$ cat config.mk
export PLATFORM = sky130hd
export DESIGN_NAME = smbir_top
export DESIGN_NICKNAME = d
export VERILOG_FILES = /design/src/rtl/smbir_pkg.sv /design/src/rtl/smbir_top.sv
export SDC_FILE = /design/constraint.sdc
export NUM_CORES = 1
export LEC_CHECK = 0
export BUFFER_PORTS_ARGS = -buffer_cell sky130_fd_sc_hd__buf_4
export CAP_MARGIN = 20
export CORE_ASPECT_RATIO = 0.8
export CORE_MARGIN = 1.5
export CORE_UTILIZATION = 35
export DETAILED_ROUTE_END_ITERATION = 10
export PLACE_DENSITY = 0.5
export SLEW_MARGIN = 5
export SYNTH_ARGS = -nofsm -noshare
export SYNTH_HDL_FRONTEND = slang
export SYNTH_SLANG_ARGS = --single-unit
$ cat constraint.sdc
create_clock -name i_clk -period 2.5 [get_ports i_clk]
set_clock_uncertainty 0.1 [all_clocks]
set_input_delay 0.25 -clock i_clk [delete_from_list [all_inputs] [get_ports i_clk]]
set_output_delay 0.25 -clock i_clk [all_outputs]
set_load 0.02 [all_outputs]
$ cat src/rtl/smbir_pkg.sv
package smbir_pkg;

  // Register indices
  localparam logic [7:0] SMBIR_IDX_MODE = 8'h00;
  localparam logic [7:0] SMBIR_IDX_OE = 8'h01;
  localparam logic [7:0] SMBIR_IDX_STOP = 8'h02;
  localparam logic [7:0] SMBIR_IDX_RSVD = 8'h03;
  localparam logic [7:0] SMBIR_IDX_IDENT = 8'h04;
  localparam logic [7:0] SMBIR_IDX_COUNT = 8'h06;

  // Field positions in mode_and_divide_control
  localparam int SMBIR_PD_DRIVE_BIT = 7;
  localparam int SMBIR_STOP_DRIVE_BIT = 6;
  localparam int SMBIR_OP_HI_BIT = 3;
  localparam int SMBIR_OP_LO_BIT = 1;
  localparam int SMBIR_HALVE_BIT = 0;

  // Writable masks and values after reset
  localparam logic [7:0] SMBIR_MODE_MASK = 8'hCB;
  localparam logic [7:0] SMBIR_MODE_RST = 8'h81;
  localparam logic [7:0] SMBIR_OE_MASK = 8'h66;
  localparam logic [7:0] SMBIR_OE_RST = 8'hE6;
  localparam logic [7:0] SMBIR_STOP_MASK = 8'h66;
  localparam logic [7:0] SMBIR_STOP_RST = 8'h00;
  localparam logic [7:0] SMBIR_COUNT_RST = 8'h07;

  // Target address with the select pin at its middle level
  localparam logic [7:0] SMBIR_ADDR_MID = 8'hDC;

  // Address select pin codes
  localparam logic [1:0] SMBIR_SEL_LOW = 2'h0;
  localparam logic [1:0] SMBIR_SEL_MID = 2'h1;

  // Synchroniser width and strap settle count
  localparam int SMBIR_SYNC_W = 11;
  localparam logic [2:0] SMBIR_SETTLE_CYCLES = 3'h5;

  typedef enum logic [2:0] {
    SMBIR_IDLE = 3'b000,
    SMBIR_ADDR = 3'b001,
    SMBIR_INDEX = 3'b010,
    SMBIR_COUNT = 3'b011,
    SMBIR_WDATA = 3'b100,
    SMBIR_ACK = 3'b101,
    SMBIR_RDATA = 3'b110,
    SMBIR_HACK = 3'b111
  } smbir_state_e;

endpackage : smbir_pkg

$ cat src/rtl/smbir_top.sv
// Function
// - Device acknowledges start index and count
// - Store X data bytes from N onward
// - Mid-level select answers DC write, DD read
// - Read: index, repeated start, read address acknowledged
// - Read returns byte count, then registers from N
// - Reg0 bit7 power-down drive mode, reset 1
// - Reg0 bit6 stopped-output drive mode, reset 0
// - Reg0 bits 3,1 mode, latched from strap
// - Reg0 bit0 divider select, reset 1
// - Reg1 output enables, reset 1
// - Output runs with enable, and needs pin only if stoppable
// - Reg2 stoppable select per output, reset 0
// - Reg4 read-only revision and vendor codes
// - Reg6 read byte count, reset 7
// - Power-down: true high or floated, complement floated
`timescale 1ns/1ps
`default_nettype none
module smbir_top #(
  parameter logic [7:0] ADDR_LOW = 8'hD8,
  parameter logic [7:0] ADDR_HIGH = 8'hDE,
  // Arbitrary identification values
  parameter logic [3:0] REV_CODE = 4'h2,
  parameter logic [3:0] VEN_CODE = 4'hA
) (
  // Clock, reset, enable
  input wire logic i_clk,
  input wire logic i_arst_n,
  input wire logic i_ce,
  // SMBus pins
  input wire logic i_scl,
  input wire logic i_sda,
  output logic o_sda_o,
  output logic o_sda_oe,
  // Device pins
  input wire logic [1:0] i_tri_level_addr_pin,
  input wire logic [1:0] i_mode_strap,
  input wire logic i_power_down_n,
  input wire logic [3:0] i_out_enable_n,
  // Output control
  output logic [3:0] o_out_run,
  output logic [3:0] o_out_stop_hiz,
  output logic o_pd_true_high,
  output logic o_pd_true_hiz,
  output logic o_pd_comp_hiz,
  output logic [1:0] o_op_mode,
  output logic o_ref_halve_select
);
  import smbir_pkg::*;

  logic [SMBIR_SYNC_W-1:0] sync_in;
  logic [SMBIR_SYNC_W-1:0] s1_reg;
  logic [SMBIR_SYNC_W-1:0] s2_reg;
  logic [SMBIR_SYNC_W-1:0] s3_reg;
  logic [SMBIR_SYNC_W-1:0] stable_reg;
  logic scl_prev_reg;
  logic sda_prev_reg;
  smbir_state_e state_reg;
  smbir_state_e after_reg;
  logic [7:0] shift_reg;
  logic [2:0] bit_reg;
  logic got_reg;
  logic nak_reg;
  logic rd_first_reg;
  logic [7:0] index_reg;
  logic [7:0] wr_left_reg;
  logic [7:0] mode_reg;
  logic [7:0] oe_reg;
  logic [7:0] stop_reg;
  logic [7:0] count_reg;
  logic [2:0] settle_reg;
  logic strap_done_reg;
  logic sda_oe_reg;
  logic sda_o_reg;
  logic [3:0] run_reg;
  logic [3:0] stop_hiz_reg;
  logic pd_high_reg;
  logic pd_thiz_reg;
  logic pd_chiz_reg;

  assign sync_in = {i_tri_level_addr_pin, i_mode_strap, i_out_enable_n, i_power_down_n,
                    i_sda, i_scl};

  // Three-stage synchronisers, change taken when stages two and three agree
  genvar g;
  generate
    for (g = 0; g < SMBIR_SYNC_W; g++)
    begin : g_sync
      always_ff @(posedge i_clk or negedge i_arst_n)
      begin
        if (!i_arst_n)
        begin
          s1_reg[g] <= 1'b1;
          s2_reg[g] <= 1'b1;
          s3_reg[g] <= 1'b1;
          stable_reg[g] <= 1'b1;
        end
        else if (i_ce)
        begin
          s1_reg[g] <= sync_in[g];
          s2_reg[g] <= s1_reg[g];
          s3_reg[g] <= s2_reg[g];
          if (s2_reg[g] == s3_reg[g])
            stable_reg[g] <= s3_reg[g];
        end
      end
    end
  endgenerate

  wire scl_s = stable_reg[0];
  wire sda_s = stable_reg[1];
  wire pd_s = ~stable_reg[2];
  wire [3:0] oe_n_s = stable_reg[6:3];
  wire [1:0] strap_s = stable_reg[8:7];
  wire [1:0] sel_s = stable_reg[10:9];

  wire scl_rise = scl_s & ~scl_prev_reg;
  wire scl_fall = ~scl_s & scl_prev_reg;
  wire bus_start = scl_s & scl_prev_reg & sda_prev_reg & ~sda_s;
  wire bus_stop = scl_s & scl_prev_reg & ~sda_prev_reg & sda_s;

  // Own address by select pin level
  wire [7:0] own_addr = (sel_s == SMBIR_SEL_MID) ? SMBIR_ADDR_MID :
                        (sel_s == SMBIR_SEL_LOW) ? ADDR_LOW : ADDR_HIGH;
  wire addr_hit = (shift_reg[7:1] == own_addr[7:1]);

  // Readback of one register
  function automatic logic [7:0] rd_byte(input logic [7:0] idx);
    logic [7:0] v;
    v = 8'h00;
    unique case (idx)
      SMBIR_IDX_MODE: v = mode_reg & SMBIR_MODE_MASK;
      SMBIR_IDX_OE: v = oe_reg;
      SMBIR_IDX_STOP: v = stop_reg & SMBIR_STOP_MASK;
      SMBIR_IDX_IDENT: v = {REV_CODE, VEN_CODE};
      SMBIR_IDX_COUNT: v = count_reg;
      default: v = 8'h00;
    endcase
    return v;
  endfunction : rd_byte

  wire [7:0] rd_next = rd_first_reg ? count_reg : rd_byte(index_reg);
  wire wr_now = (state_reg == SMBIR_WDATA) && scl_fall && got_reg && (wr_left_reg != 8'h00);

  // Edge history
  always_ff @(posedge i_clk or negedge i_arst_n)
  begin
    if (!i_arst_n)
    begin
      scl_prev_reg <= 1'b1;
      sda_prev_reg <= 1'b1;
    end
    else if (i_ce)
    begin
      scl_prev_reg <= scl_s;
      sda_prev_reg <= sda_s;
    end
  end

  // Register file, writes through the bus and strap capture
  always_ff @(posedge i_clk or negedge i_arst_n)
  begin
    if (!i_arst_n)
    begin
      mode_reg <= SMBIR_MODE_RST;
      oe_reg <= SMBIR_OE_RST;
      stop_reg <= SMBIR_STOP_RST;
      count_reg <= SMBIR_COUNT_RST;
      settle_reg <= 3'h0;
      strap_done_reg <= 1'b0;
    end
    else if (i_ce)
    begin
      if (!strap_done_reg)
      begin
        settle_reg <= settle_reg + 3'h1;
        if (settle_reg == SMBIR_SETTLE_CYCLES)
        begin
          strap_done_reg <= 1'b1;
          mode_reg[SMBIR_OP_HI_BIT] <= strap_s[1];
          mode_reg[SMBIR_OP_LO_BIT] <= strap_s[0];
        end
      end
      if (wr_now)
      begin
        unique case (index_reg)
          SMBIR_IDX_MODE: mode_reg <= (mode_reg & ~SMBIR_MODE_MASK) |
                                      (shift_reg & SMBIR_MODE_MASK);
          SMBIR_IDX_OE: oe_reg <= (oe_reg & ~SMBIR_OE_MASK) |
                                  (shift_reg & SMBIR_OE_MASK);
          SMBIR_IDX_STOP: stop_reg <= (stop_reg & ~SMBIR_STOP_MASK) |
                                      (shift_reg & SMBIR_STOP_MASK);
          SMBIR_IDX_COUNT: count_reg <= shift_reg;
          default: ;
        endcase
      end
    end
  end

  // Bus target state machine
  always_ff @(posedge i_clk or negedge i_arst_n)
  begin
    if (!i_arst_n)
    begin
      state_reg <= SMBIR_IDLE;
      after_reg <= SMBIR_IDLE;
      shift_reg <= 8'h00;
      bit_reg <= 3'h0;
      got_reg <= 1'b0;
      nak_reg <= 1'b0;
      rd_first_reg <= 1'b0;
      index_reg <= 8'h00;
      wr_left_reg <= 8'h00;
      sda_oe_reg <= 1'b0;
      sda_o_reg <= 1'b0;
    end
    else if (i_ce)
    begin
      sda_o_reg <= 1'b0;
      if (bus_start)
      begin
        state_reg <= SMBIR_ADDR;
        bit_reg <= 3'h0;
        got_reg <= 1'b0;
        sda_oe_reg <= 1'b0;
      end
      else if (bus_stop)
      begin
        state_reg <= SMBIR_IDLE;
        sda_oe_reg <= 1'b0;
      end
      else
      begin
        unique case (state_reg)
          SMBIR_IDLE: ;
          SMBIR_ADDR, SMBIR_INDEX, SMBIR_COUNT, SMBIR_WDATA:
          begin
            if (scl_rise)
            begin
              shift_reg <= {shift_reg[6:0], sda_s};
              bit_reg <= bit_reg + 3'h1;
              got_reg <= (bit_reg == 3'h7);
            end
            else if (scl_fall && got_reg)
            begin
              got_reg <= 1'b0;
              sda_oe_reg <= 1'b1;
              state_reg <= SMBIR_ACK;
              unique case (state_reg)
                SMBIR_ADDR:
                begin
                  rd_first_reg <= 1'b1;
                  after_reg <= shift_reg[0] ? SMBIR_RDATA : SMBIR_INDEX;
                  if (!addr_hit)
                  begin
                    sda_oe_reg <= 1'b0;
                    state_reg <= SMBIR_IDLE;
                  end
                end
                SMBIR_INDEX:
                begin
                  index_reg <= shift_reg;
                  after_reg <= SMBIR_COUNT;
                end
                SMBIR_COUNT:
                begin
                  wr_left_reg <= shift_reg;
                  after_reg <= SMBIR_WDATA;
                end
                default:
                begin
                  after_reg <= SMBIR_WDATA;
                  if (wr_left_reg != 8'h00)
                  begin
                    index_reg <= index_reg + 8'h01;
                    wr_left_reg <= wr_left_reg - 8'h01;
                  end
                end
              endcase
            end
          end
          SMBIR_ACK:
          begin
            if (scl_fall)
            begin
              state_reg <= after_reg;
              bit_reg <= 3'h0;
              if (after_reg == SMBIR_RDATA)
              begin
                shift_reg <= rd_next;
                sda_oe_reg <= ~rd_next[7];
                rd_first_reg <= 1'b0;
                if (!rd_first_reg)
                  index_reg <= index_reg + 8'h01;
              end
              else
                sda_oe_reg <= 1'b0;
            end
          end
          SMBIR_RDATA:
          begin
            if (scl_fall)
            begin
              if (bit_reg == 3'h7)
              begin
                sda_oe_reg <= 1'b0;
                state_reg <= SMBIR_HACK;
              end
              else
              begin
                sda_oe_reg <= ~shift_reg[6];
                shift_reg <= {shift_reg[6:0], 1'b0};
                bit_reg <= bit_reg + 3'h1;
              end
            end
          end
          SMBIR_HACK:
          begin
            if (scl_rise)
              nak_reg <= sda_s;
            else if (scl_fall)
            begin
              bit_reg <= 3'h0;
              if (nak_reg)
                state_reg <= SMBIR_IDLE;
              else
              begin
                state_reg <= SMBIR_RDATA;
                shift_reg <= rd_next;
                sda_oe_reg <= ~rd_next[7];
                rd_first_reg <= 1'b0;
                if (!rd_first_reg)
                  index_reg <= index_reg + 8'h01;
              end
            end
          end
        endcase
      end
    end
  end

  // Output run and drive control
  generate
    for (g = 0; g < 4; g++)
    begin : g_out
      localparam int RB = (g < 2) ? g + 1 : g + 3;
      wire run_w = ~pd_s & oe_reg[RB] & (~stop_reg[RB] | ~oe_n_s[g]);
      always_ff @(posedge i_clk or negedge i_arst_n)
      begin
        if (!i_arst_n)
        begin
          run_reg[g] <= 1'b0;
          stop_hiz_reg[g] <= 1'b0;
        end
        else if (i_ce)
        begin
          run_reg[g] <= run_w;
          stop_hiz_reg[g] <= ~run_w & ~pd_s & mode_reg[SMBIR_STOP_DRIVE_BIT];
        end
      end
    end
  endgenerate

  always_ff @(posedge i_clk or negedge i_arst_n)
  begin
    if (!i_arst_n)
    begin
      pd_high_reg <= 1'b0;
      pd_thiz_reg <= 1'b0;
      pd_chiz_reg <= 1'b0;
    end
    else if (i_ce)
    begin
      pd_high_reg <= pd_s & ~mode_reg[SMBIR_PD_DRIVE_BIT];
      pd_thiz_reg <= pd_s & mode_reg[SMBIR_PD_DRIVE_BIT];
      pd_chiz_reg <= pd_s;
    end
  end

  assign o_sda_o = sda_o_reg;
  assign o_sda_oe = sda_oe_reg;
  assign o_out_run = run_reg;
  assign o_out_stop_hiz = stop_hiz_reg;
  assign o_pd_true_high = pd_high_reg;
  assign o_pd_true_hiz = pd_thiz_reg;
  assign o_pd_comp_hiz = pd_chiz_reg;
  assign o_op_mode = {mode_reg[SMBIR_OP_HI_BIT], mode_reg[SMBIR_OP_LO_BIT]};
  assign o_ref_halve_select = mode_reg[SMBIR_HALVE_BIT];

endmodule : smbir_top
`default_nettype wire

**After elaboration in Yosys (flattened, before gate mapping)**

Index checks and enable logic that the tools add are counted.

- Register bits: 130
- Latch bits: 0
- RAM bits: 0
- Bits in read-only memories: 0
- Output and inout port bits: 16
- Word-level logic and storage cells: 316
- Memories kept: 0

- $add $sub $neg: 4
- $mul: 0
- Divide/modulo/power cells: 0
- Magnitude comparators: 0
- Equal/unequal tests: 53
- Shift-type cells: 0
- Mux-type cells: 85
- Bitwise operators: 57
- Reductions and logical operators: 43

Operators with widths:

| cell | number |
|---|---|
| $mux W8 | 19 |
| $mux W3 | 22 |
| $pmux W8 S5 | 1 |
| $mux W1 | 32 |
| $ne A4 B4 Y1 const B | 8 |
| $pmux W8 S2 | 2 |
| $pmux W8 S4 | 1 |
| $ne A2 B2 Y1 const B | 13 |
| $and A1 B1 Y1 | 25 |
| $not A1 Y1 | 25 |
| $pmux W3 S4 | 2 |
| $pmux W8 S3 | 1 |
| $reduce_and A12 Y1 | 2 |
| $reduce_and A2 Y1 | 12 |
| $eq A3 B3 Y1 const B | 7 |
| $reduce_and A9 Y1 | 2 |
| $eq A8 B3 Y1 const B | 2 |
| $or A8 B7 Y8 | 2 |
| $ne A3 B3 Y1 const B | 5 |
| $reduce_and A13 Y1 | 1 |
| $reduce_and A3 Y1 | 4 |
| $eq A1 B1 Y1 | 11 |
| $add A8 B1 Y8 const B | 1 |
| $eq A8 B1 Y1 const B | 1 |
| 29 further kinds | 41 |

**Depth between registers and ports, before layout**

- Word-level depth: 11
- Gate-level depth with buffers: 8
- Gate-level depth less buffers: 7

**Least setup slack after synthesis**

OpenSTA, ideal clock, no wires.

- Path type: register -> register
- Start: register wr_left_reg[0]
- End: register stop_reg[1]
- Data arrival time: 2114 ps
- Data required time: 2275 ps
- Setup slack: 161 ps
- Cell stages (with the launch flop): 8
- Buffers on the path: 0
- Cell sequence: dfrtp_1 inv_1 ha_1 or4b_4 o311ai_4 nor4_2 nand3b_1 mux2_2

- Longest elaborated chain between the ends: 3

RTL lines:

| element | line | source |
|---|---|---|
| start: declaration | smbir_top.sv:66 | `logic [7:0] wr_left_reg;` |
| start signal: assignment | smbir_top.sv:267 | `wr_left_reg <= shift_reg;` |
| start signal: assignment | smbir_top.sv:276 | `wr_left_reg <= wr_left_reg - 8'h01;` |
| $reduce_bool A8 Y1 | smbir_top.sv:143 | `wire wr_now = (state_reg == SMBIR_WDATA) && scl_fall && got_reg && (wr_left_reg != 8'h00);` |
| $logic_and A1 B1 Y1 | smbir_top.sv:143 |  |
| $reduce_and A3 Y1 (no source line) | n/a |  |
| end signal: assignment | smbir_top.sv:191 | `SMBIR_IDX_STOP: stop_reg <= (stop_reg & ~SMBIR_STOP_MASK) \|` |
| end: declaration | smbir_top.sv:69 | `logic [7:0] stop_reg;` |

No other way between the ends.
A chain may end at the register's enable or synchronous reset.

**Worst setup path after layout**

- Start: register wr_left_reg[1]
- End: register mode_reg[6]

- Longest elaborated chain between the ends: 3

RTL lines:

| element | line | source |
|---|---|---|
| $reduce_bool A8 Y1 | smbir_top.sv:143 |  |
| $logic_and A1 B1 Y1 | smbir_top.sv:143 |  |
| $reduce_and A3 Y1 (no source line) | n/a |  |
| end signal: indexed assignment | smbir_top.sv:180 | `mode_reg[SMBIR_OP_HI_BIT] <= strap_s[1];` |
| end signal: indexed assignment | smbir_top.sv:181 | `mode_reg[SMBIR_OP_LO_BIT] <= strap_s[0];` |
| end signal: assignment | smbir_top.sv:187 | `SMBIR_IDX_MODE: mode_reg <= (mode_reg & ~SMBIR_MODE_MASK) \|` |
| end: declaration | smbir_top.sv:67 | `logic [7:0] mode_reg;` |

No other way between the ends.

==> metrics.md <==
| Metric | Value |
|---|---|
| Outcome | finished, final reports clean |
| Ys async rst share | 1.00 |
| GRT overflow | 0 |
| Reg clk slew, reported paths | ~0.060 ns |
| Setup slack at placement | roughly 0.028 ns |
| Via-to-Cell Ratio | 5.34 |
| Vias in the first global route | approximately 4600 |
| Final setup viols | 0 |
| Post-placement cell area | 6650 µm² |
| FILL cells | 1568 |
| Die Y | 121 µm |
| Core Region | 16700 µm² |
| Root Driver | clkbuf_16 |
| Detailed-route DRC error count | 0 |
| Synth Flop Type | dfrtp_1 |
| Tot GR Track Use | 0.178 |
| Post-synth EDFFs | 0 |
| Setup WS post-layout | 0.101 ns |
| Die area | 18100 µm² |
| Num CTS Buffers | 17 |
| H-Tree Depth | 4 |
| Antenna cells | 0 |
| F_max | 417 MHz |
| Placed wire-length estimate | 10.3 mm |
| Routed WL | 14.8 mm |
| Count of pins over their slew limit | 0 |
| Post-DRT Antenna Nets | 0 |
| Post-layout minimum cycle time | 2.40 ns |
| First-pass GRT wire length | 24.6 mm |
| Req. time, crit path | 2.70 ns |
| PortBufs | 28 |
| Starting Density | 0.362 |
| Synth Area per Inst | 10.2 µm² |
| Largest net degree at the start of global routing | 72 |
| LEAKAGE | 3.18 nW |
| IO Pins | 30 |
| Clk sinks | 119 |
| Worst hold-check path type | in -> reg |
| Via Count | 4672 |
| FP Rows | 42 |
| WL/cell | 16.9 µm |
| Final non-filler cell total | 875 |
| RSZ-0062 raised after global routing | false |
| Final setup TNS | 0 ns |
| Yosys reg bits | 119 |
| P per Cell Area | 1050 nW/µm² |
| Startpoint Class | flip-flop |
| Clk Latency, worst-skew pair | 0.42 ns |
| Die Wd | 150 µm |
| Drt first pass iters | 5 |
| Peak supply drop | between 0.0005 and 0.0006 V |
| Layout cells sized above 1 | 0.324 |
| TritonCTS clock tree | done |
| Power, Total | 7.78 mW |
| Syn nets | 614 |
| Synth cell types | 68 |
| Post-synthesis sequential area ratio | 0.504 |
| Layout net count | around 670 |
| P&R area growth vs syn | 22.5% |
| Worst-margin pin slew | 0.559 ns |
| Synth warn | 0 |
| CP arrival | 2.60 ns |
| Clock Path Buffers | 2 |
| Final Hold Fails | 0 |
| CP Max Fanout | 5 |
| Critical path class | reg -> reg |
| Worst Setup End Kind | flip-flop |
| Initial antenna violation count | 0 |
| Max_slew headroom | 0.623 |
| Cells after Synth | just under 600 |
| Global placement routability congestion | 0.833 |
| First DRT Iteration DRCs | 299 |
| Final Cell Area | 7410 µm² |
| Max Cap Viol | 0 |
| Tcrit/Tclk final | 0.960 |
| Area of the mapped netlist | approximately 6000 µm² |
| Total placed cells including tap cells | 830 |
-- metal layers --
layer | routed length, µm | up-vias | global-route usage | part of all wire
met1 | 7720 | 2321 | 0.264 | 0.52
met3 | 445 | 18 | 0.0347 | 0.030
met4 | 284 | 0 | 0.0821 | 0.019
met2 | 6350 | 89 | 0.248 | 0.43
met5 | 0 | - | 0 | 0
li1 | - | 2244 | - | -
-- final timing paths --
kind                       slack, ns  cells past startpoint           start             end
max in group asynchronous       1.34                      3        i_arst_n       s3_reg[9]
min in group asynchronous       0.27                      2        i_arst_n  o_pd_true_high
max                             0.10                      8  wr_left_reg[1]     mode_reg[6]
max reg2reg                     0.10                      8  wr_left_reg[1]     mode_reg[6]
min                             0.23                      4            i_ce       s3_reg[1]
min reg2reg                     0.38                      1   settle_reg[2]   settle_reg[2]
-- metrics by stage --
stage | utilization | hold slack (ns)
after floorplan | - | -0.146
after global placement | 0.398 | 0.182
after detailed placement | 0.398 | 0.184
after CTS | 0.441 | 0.231
after global routing | 0.443 | 0.272
final | 0.443 | 0.229
-- worst max-delay path, stage by stage (launching register included) --
cell      delay [ns]
dfrtp_1         0.37
inv_1           0.07
ha_1            0.15
or4b_4          0.48
o311ai_4        0.33
buf_4           0.19
nor4_4          0.06
nand2_1         0.17
mux2_2          0.35
-- layout make-up --
type | count | area, µm² | share of cell area
sequential | 119 | 3050 | 0.411
inverter | 27 | 101 | 0.0137
clock inverter | 11 | 148 | 0.0199
timing repair buffer | 75 | 631 | 0.0851
tap | 220 | 275 | 0.0372
clock buffer | 21 | 460 | 0.0622
multi-input combinational | 402 | 2750 | 0.371
-- synth_stat cells, types with 3 or more instances --
cell	count	area share
o21ai_0	65	0.054
dfrtp_1	64	0.26
nand2_1	59	0.037
dfstp_2	55	0.24
mux2_2	50	0.093
a21oi_1	34	0.028
clkbuf_1	32	0.020
inv_1	27	0.017
nor2_1	21	0.013
a31oi_1	11	0.011
nand3_1	11	0.0091
nor3_1	10	0.0083
ha_1	9	0.019
nand4_1	8	0.0083
nor2b_1	8	0.0083
a211o_1	5	0.0072
a21o_1	5	0.0062
a22o_1	5	0.0072
a22oi_1	5	0.0062
and3_1	5	0.0052
buf_1	5	0.0031
o211ai_1	5	0.0062
o2bb2ai_1	5	0.0072
or3_1	5	0.0052
a221oi_1	4	0.0058
mux2_1	4	0.0074
nand3b_1	4	0.0050
nor4_1	4	0.0041
a211oi_1	3	0.0037
buf_2	3	0.0025
buf_4	3	0.0037
nand2b_1	3	0.0031
o22ai_1	3	0.0031
or2_2	3	0.0031
xnor2_1	3	0.0043
-- power breakdown --
part / switching (mW) / total, mW / internal (mW)
sequential: 0.495 / 2.92 / 2.43
combinational: 1.33 / 2.33 / 1.01
clock: 0.901 / 2.52 / 1.62
-- kinds of logic after synthesis --
family                     synth area share
AOI/OAI and AO/OA                     0.186
xor gates and xnor gates            0.00435
and+or+nand+nor                       0.136
DFF                                   0.504
adders and majority gates            0.0186
buffers and inverters                0.0459
other                              0.000620
muxes                                 0.104
-- cells in the final DEF (no fill, tap or decap), types with 5 or more instances in the layout --
cell	n
nor2_1	21
a21o_1	5
dfrtp_1	64
inv_1	27
ha_1	9
nor2b_1	8
o21ai_0	65
a21oi_1	34
a31oi_1	11
o2bb2ai_1	5
a22o_1	5
o211ai_1	5
and3_1	5
nor3_1	10
clkbuf_16	17
nand2_1	59
or3_1	5
a22oi_1	5
nand4_1	8
a211o_1	5
dlygate4sd3_1	12
dfstp_2	55
buf_4	60
mux2_2	50
nand3_1	11
-- timing repair --
action | in CTS | in global routing
endpoints found under the hold margin | 33 | 0
resized for setup | 0 | 3
buffers inserted | 0 | 1
endpoints found under the setup margin | 0 | 10
hold buffers | 12 | 0
No activity file was read; power rests on OpenSTA's default activity.
